[src/tocps_pkg.sv]
package tocps_pkg;

  // Register addresses on the plain port
  localparam logic [15:0] ADDR_RUN_MODE  = 16'hFFB0;
  localparam logic [15:0] ADDR_CMP0_LO   = 16'hFFB2;
  localparam logic [15:0] ADDR_CMP0_HI   = 16'hFFB3;
  localparam logic [15:0] ADDR_CMP1_LO   = 16'hFFB4;
  localparam logic [15:0] ADDR_CMP1_HI   = 16'hFFB5;
  localparam logic [15:0] ADDR_COUNT_LO  = 16'hFFB6;
  localparam logic [15:0] ADDR_COUNT_HI  = 16'hFFB7;
  localparam logic [15:0] ADDR_CLK_EDGE  = 16'hFFBB;
  localparam logic [15:0] ADDR_OUT_CTRL  = 16'hFFBD;

  // Reset values
  localparam logic [7:0]  OUT_CTRL_RST   = 8'h00;
  localparam logic [7:0]  CLK_EDGE_RST   = 8'h00;
  localparam logic [1:0]  RUN_MODE_RST   = 2'h0;
  localparam logic [15:0] CMP_RST        = 16'h0000;
  localparam logic [7:0]  READ_UNMAPPED  = 8'h00;

  // Output control register fields
  localparam int OC_OUT_EN      = 0;
  localparam int OC_CMP0_INV    = 1;
  localparam int OC_LVL_RESET   = 2;
  localparam int OC_LVL_SET     = 3;
  localparam int OC_CMP1_INV    = 4;
  localparam int OC_ONE_SHOT_EN = 5;
  localparam int OC_SW_TRIGGER  = 6;

  // Count clock / edge select register fields
  localparam int CE_CLK_SEL_LSB = 0;
  localparam int CE_IN0_ES_LSB  = 4;
  localparam int CE_IN1_ES_LSB  = 6;

  // Run modes
  localparam logic [1:0] MODE_STOP      = 2'h0;
  localparam logic [1:0] MODE_FREE      = 2'h1;
  localparam logic [1:0] MODE_EDGE_CLR  = 2'h2;
  localparam logic [1:0] MODE_MATCH_CLR = 2'h3;

  // Valid edge encodings
  localparam logic [1:0] EDGE_FALL      = 2'h0;
  localparam logic [1:0] EDGE_RISE      = 2'h1;
  localparam logic [1:0] EDGE_BOTH      = 2'h3;

  // Count clock sources
  localparam logic [2:0] CLK_PERIPH     = 3'h0;
  localparam logic [2:0] CLK_DIV2       = 3'h1;
  localparam logic [2:0] CLK_DIV4       = 3'h2;
  localparam logic [2:0] CLK_DIV16      = 3'h3;
  localparam logic [2:0] CLK_DIV256     = 3'h4;
  localparam logic [2:0] CLK_SUB        = 3'h5;
  localparam logic [2:0] CLK_IN0_EDGE   = 3'h6;
  localparam logic [2:0] CLK_AUX_TIMER  = 3'h7;

  // Divider terminal patterns
  localparam logic [7:0] DIV2_MASK      = 8'h01;
  localparam logic [7:0] DIV4_MASK      = 8'h03;
  localparam logic [7:0] DIV16_MASK     = 8'h0F;
  localparam logic [7:0] DIV256_MASK    = 8'hFF;

  typedef enum logic [1:0] {
    TOCPS_OS_IDLE,
    TOCPS_OS_WAIT1,
    TOCPS_OS_WAIT0
  } tocps_os_t;

endpackage

[src/tocps_edge.sv]
module tocps_edge (
  // Clock and reset
  input  wire logic       clk,
  input  wire logic       rst_b,
  // Asynchronous input and its edge choice
  input  wire logic       pin,
  input  wire logic       prime_low,
  input  wire logic [1:0] edge_sel,
  // Valid edge, one cycle; with rise or both selected, held high while prime_low and the pin stay high
  output logic            edge_pulse
);

  logic sync1_reg;
  logic sync2_reg;
  logic prev_reg;
  logic rise;
  logic fall;

  always_ff @(posedge clk or negedge rst_b) begin
    if (!rst_b) begin
      sync1_reg <= 1'b0;
      sync2_reg <= 1'b0;
    end else begin
      sync1_reg <= pin;
      sync2_reg <= sync1_reg;
    end
  end

  // Held low before first start so a high pin looks like a rise
  always_ff @(posedge clk or negedge rst_b) begin
    if (!rst_b) begin
      prev_reg <= 1'b0;
    end else if (prime_low) begin
      prev_reg <= 1'b0;
    end else begin
      prev_reg <= sync2_reg;
    end
  end

  assign rise = sync2_reg & ~prev_reg;
  assign fall = ~sync2_reg & prev_reg;

  always_comb begin
    case (edge_sel)
      tocps_pkg::EDGE_FALL: edge_pulse = fall;
      tocps_pkg::EDGE_RISE: edge_pulse = rise;
      tocps_pkg::EDGE_BOTH: edge_pulse = rise | fall;
      default:              edge_pulse = 1'b0;
    endcase
  end

endmodule

[src/tocps_timer.sv]
module tocps_timer (
  // Clock and reset
  input  wire logic        clk,
  input  wire logic        rst_b,
  // Register port
  input  wire logic [15:0] reg_addr,
  input  wire logic [7:0]  reg_wdata,
  input  wire logic        reg_wr,
  input  wire logic        reg_rd,
  output logic      [7:0]  reg_rdata,
  // External count sources
  input  wire logic        edge_in0,
  input  wire logic        sub_clk,
  input  wire logic        aux_8bit_timer,
  // Shared pin: second input and timer output
  input  wire logic        shared_pin_i,
  output logic             shared_pin_o,
  output logic             shared_pin_oe,
  // Status
  output logic             timer_output,
  output logic             match0_irq,
  output logic             match1_irq,
  output logic      [15:0] count_reg
);

  logic [7:0]  out_ctrl_reg;
  logic [7:0]  clk_edge_reg;
  logic [1:0]  run_mode_reg;
  logic [15:0] cmp_cap0;
  logic [15:0] cmp_cap1;
  logic [7:0]  div_reg;
  logic        ever_ran_reg;
  logic        to_reg;
  logic        m0_reg;
  logic        m1_reg;
  tocps_pkg::tocps_os_t os_reg;
  tocps_pkg::tocps_os_t os_next;

  logic        running;
  logic        out_en;
  logic        cmp0_inv;
  logic        cmp1_inv;
  logic        one_shot_en;
  logic [2:0]  clk_sel;
  logic [1:0]  in0_es;
  logic [1:0]  in1_es;
  logic        wr_oc;
  logic        sw_trig;
  logic        lvl_set;
  logic        lvl_rst;
  logic        in0_edge;
  logic        in1_edge;
  logic        sub_rise;
  logic        aux_rise;
  logic        tick;
  logic        restart;
  logic        hit0;
  logic        hit1;
  logic        tog0;
  logic        tog1;
  logic        os_mode;

  assign running     = run_mode_reg != tocps_pkg::MODE_STOP;
  assign out_en      = out_ctrl_reg[tocps_pkg::OC_OUT_EN];
  assign cmp0_inv    = out_ctrl_reg[tocps_pkg::OC_CMP0_INV];
  assign cmp1_inv    = out_ctrl_reg[tocps_pkg::OC_CMP1_INV];
  assign one_shot_en = out_ctrl_reg[tocps_pkg::OC_ONE_SHOT_EN];
  assign clk_sel     = clk_edge_reg[tocps_pkg::CE_CLK_SEL_LSB +: 3];
  assign in0_es      = clk_edge_reg[tocps_pkg::CE_IN0_ES_LSB +: 2];
  assign in1_es      = clk_edge_reg[tocps_pkg::CE_IN1_ES_LSB +: 2];

  // Write decodes for output control triggers
  assign wr_oc   = reg_wr && (reg_addr == tocps_pkg::ADDR_OUT_CTRL);
  assign sw_trig = wr_oc && reg_wdata[tocps_pkg::OC_SW_TRIGGER];
  assign lvl_set = wr_oc && reg_wdata[tocps_pkg::OC_LVL_SET];
  assign lvl_rst = wr_oc && reg_wdata[tocps_pkg::OC_LVL_RESET];

  // Input edge detectors, all inputs synchronised
  tocps_edge u_in0 (
    .clk        (clk),
    .rst_b      (rst_b),
    .pin        (edge_in0),
    .prime_low  (~(ever_ran_reg | running)),
    .edge_sel   (in0_es),
    .edge_pulse (in0_edge)
  );

  tocps_edge u_in1 (
    .clk        (clk),
    .rst_b      (rst_b),
    .pin        (shared_pin_i),
    .prime_low  (~(ever_ran_reg | running)),
    .edge_sel   (in1_es),
    .edge_pulse (in1_edge)
  );

  tocps_edge u_sub (
    .clk        (clk),
    .rst_b      (rst_b),
    .pin        (sub_clk),
    .prime_low  (1'b0),
    .edge_sel   (tocps_pkg::EDGE_RISE),
    .edge_pulse (sub_rise)
  );

  tocps_edge u_aux (
    .clk        (clk),
    .rst_b      (rst_b),
    .pin        (aux_8bit_timer),
    .prime_low  (1'b0),
    .edge_sel   (tocps_pkg::EDGE_RISE),
    .edge_pulse (aux_rise)
  );

  // Run mode register
  always_ff @(posedge clk or negedge rst_b) begin
    if (!rst_b) begin
      run_mode_reg <= tocps_pkg::RUN_MODE_RST;
    end else if (reg_wr && reg_addr == tocps_pkg::ADDR_RUN_MODE) begin
      run_mode_reg <= reg_wdata[1:0];
    end
  end

  // First start since reset
  always_ff @(posedge clk or negedge rst_b) begin
    if (!rst_b) begin
      ever_ran_reg <= 1'b0;
    end else if (running) begin
      ever_ran_reg <= 1'b1;
    end
  end

  // Compare registers
  always_ff @(posedge clk or negedge rst_b) begin
    if (!rst_b) begin
      cmp_cap0 <= tocps_pkg::CMP_RST;
      cmp_cap1 <= tocps_pkg::CMP_RST;
    end else if (reg_wr) begin
      case (reg_addr)
        tocps_pkg::ADDR_CMP0_LO: cmp_cap0[7:0]  <= reg_wdata;
        tocps_pkg::ADDR_CMP0_HI: cmp_cap0[15:8] <= reg_wdata;
        tocps_pkg::ADDR_CMP1_LO: cmp_cap1[7:0]  <= reg_wdata;
        tocps_pkg::ADDR_CMP1_HI: cmp_cap1[15:8] <= reg_wdata;
        default: begin
        end
      endcase
    end
  end

  // Count clock / edge select register
  always_ff @(posedge clk or negedge rst_b) begin
    if (!rst_b) begin
      clk_edge_reg <= tocps_pkg::CLK_EDGE_RST;
    end else if (reg_wr && reg_addr == tocps_pkg::ADDR_CLK_EDGE) begin
      clk_edge_reg <= {reg_wdata[7:4], 1'b0, reg_wdata[2:0]};
    end
  end

  // Output control; trigger bits are not stored
  always_ff @(posedge clk or negedge rst_b) begin
    if (!rst_b) begin
      out_ctrl_reg <= tocps_pkg::OUT_CTRL_RST;
    end else if (wr_oc) begin
      out_ctrl_reg <= {3'h0, reg_wdata[4], 2'h0, reg_wdata[1:0]} |
                      {2'h0, reg_wdata[5], 5'h00};
    end
  end

  // Prescaler divider, cleared while stopped
  always_ff @(posedge clk or negedge rst_b) begin
    if (!rst_b) begin
      div_reg <= 8'h00;
    end else if (!running) begin
      div_reg <= 8'h00;
    end else begin
      div_reg <= div_reg + 8'h01;
    end
  end

  // Count clock source select
  always_comb begin
    case (clk_sel)
      tocps_pkg::CLK_PERIPH:
        tick = 1'b1;
      tocps_pkg::CLK_DIV2:
        tick = (div_reg & tocps_pkg::DIV2_MASK) == tocps_pkg::DIV2_MASK;
      tocps_pkg::CLK_DIV4:
        tick = (div_reg & tocps_pkg::DIV4_MASK) == tocps_pkg::DIV4_MASK;
      tocps_pkg::CLK_DIV16:
        tick = (div_reg & tocps_pkg::DIV16_MASK) == tocps_pkg::DIV16_MASK;
      tocps_pkg::CLK_DIV256:
        tick = div_reg == tocps_pkg::DIV256_MASK;
      tocps_pkg::CLK_SUB:
        tick = sub_rise;
      tocps_pkg::CLK_IN0_EDGE:
        tick = in0_edge;
      tocps_pkg::CLK_AUX_TIMER:
        tick = aux_rise;
      default:
        tick = 1'b0;
    endcase
  end

  // Clear & start on input-0 edge in edge-clear mode, or on software trigger in any running mode
  assign restart = running &&
                   ((run_mode_reg == tocps_pkg::MODE_EDGE_CLR && in0_edge) ||
                    sw_trig);

  assign hit0 = running && tick && (count_reg == cmp_cap0);
  assign hit1 = running && tick && (count_reg == cmp_cap1);

  // Counter
  always_ff @(posedge clk or negedge rst_b) begin
    if (!rst_b) begin
      count_reg <= 16'h0000;
    end else if (!running) begin
      count_reg <= 16'h0000;
    end else if (restart) begin
      count_reg <= 16'h0000;
    end else if (hit0 && run_mode_reg == tocps_pkg::MODE_MATCH_CLR) begin
      count_reg <= 16'h0000;
    end else if (tick) begin
      count_reg <= count_reg + 16'h0001;
    end
  end

  // Match pulses raised whatever the inversion enables
  always_ff @(posedge clk or negedge rst_b) begin
    if (!rst_b) begin
      m0_reg <= 1'b0;
      m1_reg <= 1'b0;
    end else begin
      m0_reg <= hit0;
      m1_reg <= hit1;
    end
  end

  assign match0_irq = m0_reg;
  assign match1_irq = m1_reg;

  // One-shot applies outside compare-0 clear mode
  assign os_mode = one_shot_en && (run_mode_reg != tocps_pkg::MODE_MATCH_CLR);

  always_comb begin
    os_next = os_reg;
    case (os_reg)
      tocps_pkg::TOCPS_OS_IDLE: begin
        if (restart) begin
          os_next = tocps_pkg::TOCPS_OS_WAIT1;
        end
      end
      tocps_pkg::TOCPS_OS_WAIT1: begin
        if (restart) begin
          os_next = tocps_pkg::TOCPS_OS_WAIT1;
        end else if (hit1) begin
          os_next = tocps_pkg::TOCPS_OS_WAIT0;
        end
      end
      tocps_pkg::TOCPS_OS_WAIT0: begin
        if (restart) begin
          os_next = tocps_pkg::TOCPS_OS_WAIT1;
        end else if (hit0) begin
          os_next = tocps_pkg::TOCPS_OS_IDLE;
        end
      end
      default: begin
        os_next = tocps_pkg::TOCPS_OS_IDLE;
      end
    endcase
    if (!running || !os_mode) begin
      os_next = tocps_pkg::TOCPS_OS_IDLE;
    end
  end

  always_ff @(posedge clk or negedge rst_b) begin
    if (!rst_b) begin
      os_reg <= tocps_pkg::TOCPS_OS_IDLE;
    end else begin
      os_reg <= os_next;
    end
  end

  // Toggle requests, gated by one-shot progress
  always_comb begin
    if (os_mode) begin
      tog1 = hit1 && cmp1_inv && (os_reg == tocps_pkg::TOCPS_OS_WAIT1) && !restart;
      tog0 = hit0 && cmp0_inv && (os_reg == tocps_pkg::TOCPS_OS_WAIT0) && !restart;
    end else begin
      tog1 = hit1 && cmp1_inv;
      tog0 = hit0 && cmp0_inv;
    end
  end

  // Output level; a lone level set or reset wins over toggles, both together are ignored
  always_ff @(posedge clk or negedge rst_b) begin
    if (!rst_b) begin
      to_reg <= 1'b0;
    end else if (lvl_set && !lvl_rst) begin
      to_reg <= 1'b1;
    end else if (lvl_rst && !lvl_set) begin
      to_reg <= 1'b0;
    end else if (tog0 ^ tog1) begin
      to_reg <= ~to_reg;
    end
  end

  assign timer_output  = out_en & to_reg;
  assign shared_pin_o  = timer_output;
  assign shared_pin_oe = out_en;

  // Read data one cycle after the strobe
  always_ff @(posedge clk or negedge rst_b) begin
    if (!rst_b) begin
      reg_rdata <= tocps_pkg::READ_UNMAPPED;
    end else if (reg_rd) begin
      case (reg_addr)
        tocps_pkg::ADDR_RUN_MODE: reg_rdata <= {6'h00, run_mode_reg};
        tocps_pkg::ADDR_CMP0_LO:  reg_rdata <= cmp_cap0[7:0];
        tocps_pkg::ADDR_CMP0_HI:  reg_rdata <= cmp_cap0[15:8];
        tocps_pkg::ADDR_CMP1_LO:  reg_rdata <= cmp_cap1[7:0];
        tocps_pkg::ADDR_CMP1_HI:  reg_rdata <= cmp_cap1[15:8];
        tocps_pkg::ADDR_COUNT_LO: reg_rdata <= count_reg[7:0];
        tocps_pkg::ADDR_COUNT_HI: reg_rdata <= count_reg[15:8];
        tocps_pkg::ADDR_CLK_EDGE: reg_rdata <= clk_edge_reg;
        tocps_pkg::ADDR_OUT_CTRL: reg_rdata <= out_ctrl_reg;
        default:                  reg_rdata <= tocps_pkg::READ_UNMAPPED;
      endcase
    end else begin
      reg_rdata <= tocps_pkg::READ_UNMAPPED;
    end
  end

endmodule

[config.mk]
export PLATFORM = sky130hd
export DESIGN_NAME = tocps_timer
export DESIGN_NICKNAME = d
export VERILOG_FILES = /design/src/tocps_pkg.sv /design/src/tocps_edge.sv /design/src/tocps_timer.sv
export SDC_FILE = /design/constraint.sdc
export NUM_CORES = 1
export LEC_CHECK = 0
export BUFFER_PORTS_ARGS = -buffer_cell sky130_fd_sc_hd__buf_4
export CAP_MARGIN = 30
export CORE_ASPECT_RATIO = 2
export CORE_MARGIN = 4
export CORE_UTILIZATION = 55
export DETAILED_ROUTE_END_ITERATION = 8
export GPL_TIMING_DRIVEN = 0
export MAX_ROUTING_LAYER = met4
export PLACE_DENSITY = 0.76
export SYNTH_ARGS = -nofsm -noshare
export SYNTH_HDL_FRONTEND = slang
export SYNTH_SLANG_ARGS = --single-unit
[constraint.sdc]
create_clock -name clk -period 4.6 [get_ports clk]
set_input_delay 1.38 -clock clk [delete_from_list [all_inputs] [get_ports clk]]
set_output_delay 1.38 -clock clk [all_outputs]
set_load 0.005 [all_outputs]
[Word level (Yosys, flattened, before mapping)]
Cells that the tools add are included.
Cells by class
  bitwise operators: 14
  reductions and logical operators: 38
  multiplexer cells: 22
  equal/unequal tests: 32
  add/sub/neg operators: 2
Operator list (number)
  16-bit == test, second input constant: 9
  8-bit case mux with 9 select lines: 1
  16-bit two-way mux: 4
  16-bit == test: 2
  1-bit logical AND: 21
  16-bit by 1-bit adder with 16-bit output, second input constant: 1
  8-bit two-way mux: 2
  3-bit == test, second input constant: 4
  2-bit two-way mux: 6
  2-bit == test, second input constant: 5
  8-bit by 1-bit adder with 8-bit output, second input constant: 1
  8-bit == test, second input constant: 1
  4-bit != test, second input constant: 2
  1-bit case mux with 8 select lines: 1
  2-bit AND reduction: 4
  3-bit by 2-bit == test with 1-bit output, second input constant: 2
  1-bit two-way mux: 6
  5-bit by 6-bit bitwise OR with 6-bit output: 1
  2-bit case mux with 3 select lines: 1
  1-bit bitwise AND: 5
  1-bit logical NOT: 5
  1-bit NOT: 5
  2-bit by 1-bit == test with 1-bit output, second input constant: 2
  4-bit == test, second input constant: 1
  other kinds (13): 16
Storage, ports and cells
  flip-flop bits (word level): 96
  word-level logic and storage cells: 132

[Longest topological paths before layout]
  depth in word-level cells: 15
  depth in mapped cells: 9

[Modules after synthesis]
From an unflattened synthesis, not the netlist that was laid out.
Second synthesis, totals
  cell total of the unflattened synthesis: 461
  area, all modules: 4917.2 um2
Modules (own cells, without submodules)
  tocps_timer: area each 4523.1 um2, cells an instance 428, instances 1, seq. area each 2077.0 um2
  tocps_edge: area each 131.4 um2, cells an instance 11, instances 3, seq. area each 75.1 um2

[Worst setup path after synthesis]
No wires, ideal clock.
  kind: input-to-reg
  start point: input reg_addr[6]
  end point: register cmp_cap1[0]
  library setup time: 128 ps
  stages: 6
  arrival time: 2905 ps
  slack: 1567 ps
  path through: nand4b_4 -> or3b_1 -> clkbuf_1 -> nor4_4 -> nand2_2 -> mux2_1
Between the ends
  longest elaborated chain between the ends: 2
Ends and longest elaborated chain
  start, declared: RTL line tocps_timer.sv:6  | input wire logic [15:0] reg_addr,
  16-bit == test: RTL line tocps_timer.sv:139  | case (reg_addr)
  2-bit AND reduction (no line)
  end signal, assigned: RTL line tocps_timer.sv:137  | cmp_cap1 <= tocps_pkg::CMP_RST;
  end signal, assigned: RTL line tocps_timer.sv:142  | tocps_pkg::ADDR_CMP1_LO: cmp_cap1[7:0] <= reg_wdata;
  end, declared: RTL line tocps_timer.sv:30  | logic [15:0] cmp_cap1;
No other way between the ends.
A chain may end at the register's enable or synchronous reset.

[Final worst setup path]
  start point: input reg_addr[6]
  end point: register cmp_cap1[10]
The elaborated chain is that of the path after synthesis.

==> impl_results.md <==
- Final setup fails: 0
- Synth Instances: 424
- Clock skew: 0.006193 ns
- Max-cap violations: 0
- Worst hold path cell count: 0
- CTS Hold Bufs: 0
- Hpwl dp: ~9.6 mm
- Setup TNS: 0 ns
- Initial antenna violation count: 0
- Maximum vdd drop: ~260 uV
- CTS buffer count: 9
- Leak: between 2 and 3 nW
- # rows: 47
- Status: completed
- Pwr Total: between 1.5 and 2 mW
- First-pass GRT wire length: ~20 mm
- Top FF cell, synth: dfrtp_1
- Post-route ant nets: 0
- Flop2flop setup slack: ~1.9 ns
- Power Density: roughly 310 nW/um^2
- Dpl cell area: 5336 sq um
- Final Cycle Share: 70.97%
- Number of flops mapped to enable cells by yosys: 0
- Post-synth ARST share: 100.0%
- Hold path start: u_sub.sync1_reg$_DFF_PN0_
- Largest net degree at the start of global routing: 53
- Routed vias: about 3600
- Worst reg2reg path depth: 8
- Layout cells sized above 1: 26.85%
- Total GRT Usage: 26.81%
- Ys Warns: 0
- Slew @ Worst Pin: about 0.73 ns
- CTS root buf: clkbuf_16
- Post-layout util: ~68%
- CTS tree: yes
- CTS clock-pin slew for the worst setup and hold paths: approximately 0.060 ns
- Count of cells resized by post-cts repair: 0
- Yosys reg bits: about 90
- Finished Cell Area: about 5700 sq um
- Ant. Diodes: 0
- GR Overflow Total: 0
- Post-Syn Nets: between 400 and 500
- Area grow syn2layout: 19.99%
- Fmax: 306.3 MHz
- Unrepaired setup endpoints after global routing: no
- # fillers: ~640
- Remaining DRCs: 0
- I/O pin total: 61
- Hold path endpoint: u_sub.sync2_reg$_DFF_PN0_
- Final nets: 532
- Slew HR: between 50% and 60%
- Vias/cell: between 6 and 7
- Final Wtd Congestion: between 0.9 and 1
- Crit Path Class: in -> reg
- Initial Util: 56.89%
- Endpoints failing hold: 0
- H-tree Lvls: 3
- Crit Reg-Reg Endpoint: count_reg[8]$_DFFE_PN0P_
- Type of origin of the critical path: input port
- Synth cell types: 54
- Fin crit period: roughly 3.3 ns
- Crit. End Element: flop
- Die H: 139.4 microns
- Core region area: between 8000 and 9000 sq um
- Vias in the first global route: about 3700
- Post-Route WL: about 12 mm
- Number of buffers added on ports: 58
- Clock Latency Late Sink: between 0.3 and 0.4 ns
- Worst r2r src: div_reg[0]$_DFF_PN0_
- Register area share after synthesis: between 40 and 50%
- Worst Path Required: 4.82 ns
- Mapped Area: roughly 4800 sq um
- Leading cell type in the layout, fill and taps excluded: dfrtp_1
- Worst min path class: reg -> reg
- TritonCTS Sinks: 92
- CTS Buffer Depth: 2
- Die area: 10280 sq um
- DR WL/cell: about 21 microns
- Mean Syn Cell Area: between 10 and 15 sq um
- Arr. time, crit path: between 3 and 4 ns
- Slew Viols, Final: 0
- Setup bufs post-CTS: 0
- Commonest non-fill, non-tap cells in the layout: dfrtp_1 (92), buf_4 (59), nor2_1 (45)
- Die Wd: about 74 microns
- CP max FO: 8
- Starting DRC count in detailed routing: 192
- DR pass1 iterations: 6
## power breakdown
| part | leakage, nW | internal, mW | switching, mW |
|---|---|---|---|
| registers | 1.27 | 0.813 | 0.00203 |
| logic | 1.36 | 0.0235 | 0.0373 |
| clock network | 0.179 | 0.584 | 0.308 |
| total | 2.81 | 1.42 | 0.348 |
## area by class of cell
class / count / area [sq um] / share of cell area (%)
clock inverters: 7 / 138.9 / 2.436
clock buffers: 9 / 225.2 / 3.951
flip-flops and latches: 92 / 2302 / 40.39
inverters: 9 / 33.78 / 0.5926
well taps: 98 / 122.6 / 2.151
multi-input cells: 303 / 2313 / 40.58
plain buffers: 20 / 101.3 / 1.778
repair buffers: 59 / 462.9 / 8.121
## through the flow
| step | hold WS [ns] | std cells | setup WS, ns |
|---|---|---|---|
| after detailed placement | 0.3395 | 581 | 0.9812 |
| after global routing | 0.3549 | 597 | 1.219 |
| after CTS | 0.3526 | 597 | 1.339 |
| final | 0.3504 | 597 | 1.336 |
| after floorplan | 0.3312 | 424 | 1.567 |
| after global placement | 0.3381 | 580 | 1.012 |
## metal layers
layer | up-vias | global-route usage [%] | share of wire, % | routed length (microns)
li1 | 1663 | - | - | -
met1 | 1778 | 26.90 | 34 | 4173
met2 | 98 | 46.49 | 57 | 7101
met3 | 46 | 4.404 | 3.5 | 436
met4 | 0 | 16.14 | 5.6 | 695
met5 | - | - | 0 | 0
## Yosys cell counts (all sizes together) (2+ instances only)
master,number,area [sq um]
nand4,4,31.28
nor2b,4,25.02
a21oi,7,35.03
and4,3,26.28
nand4b,2,32.53
mux2,47,529.3
xor2,39,341.6
nand2,26,102.6
xnor2,16,140.1
o21ai,5,25.02
nor4,11,108.9
dfrtp,92,2302
or3,2,12.51
a222oi,4,40.04
and3,5,31.28
a22o,8,70.07
nor2,47,181.4
buf,9,60.06
and2,4,25.02
nand3,13,65.06
inv,9,33.78
clkbuf,11,41.29
a221oi,7,61.31
a32oi,2,17.52
nor3,10,71.32
a22oi,9,67.56
nand2b,3,18.77
a31oi,5,31.28
ha,6,75.07
## cell families (layout without fill, tap and decap cells)
logic type / count (synthesis) / in the layout / synth area share (%)
AOI/OAI and AO/OA: 56 / 56 / 9.508
xor gates and xnor gates: 55 / 55 / 10.14
adders and majority gates: 6 / 6 / 1.580
buffers and inverters: 29 / 104 / 2.844
DFF: 92 / 92 / 48.46
muxes: 48 / 48 / 11.35
and+or+nand+nor: 138 / 138 / 16.12
## worst max-delay path by stage
stage	start	depth (start not counted)	end	slack [ns]
2_1_floorplan	reg_addr[6]	6	cmp_cap1[0]$_DFFE_PN0P_	1.57
3_3_place_gp	reg_addr[6]	7	cmp_cap1[13]$_DFFE_PN0P_	1.01
3_5_place_dp	reg_addr[6]	7	cmp_cap1[13]$_DFFE_PN0P_	0.98
4_1_cts	reg_addr[6]	7	cmp_cap1[10]$_DFFE_PN0P_	1.34
5_1_grt	reg_addr[6]	7	cmp_cap1[13]$_DFFE_PN0P_	1.22
6_report	reg_addr[6]	7	cmp_cap1[10]$_DFFE_PN0P_	1.34
## critical path, stage by stage
cell      delay [ns]
buf_4           0.10
nand4b_4        0.21
or3b_1          0.37
clkbuf_1        0.21
nor2_2          0.38
nand2_1         0.39
mux2_1          0.44
Note: power is estimated with default switching activity, not from simulation.
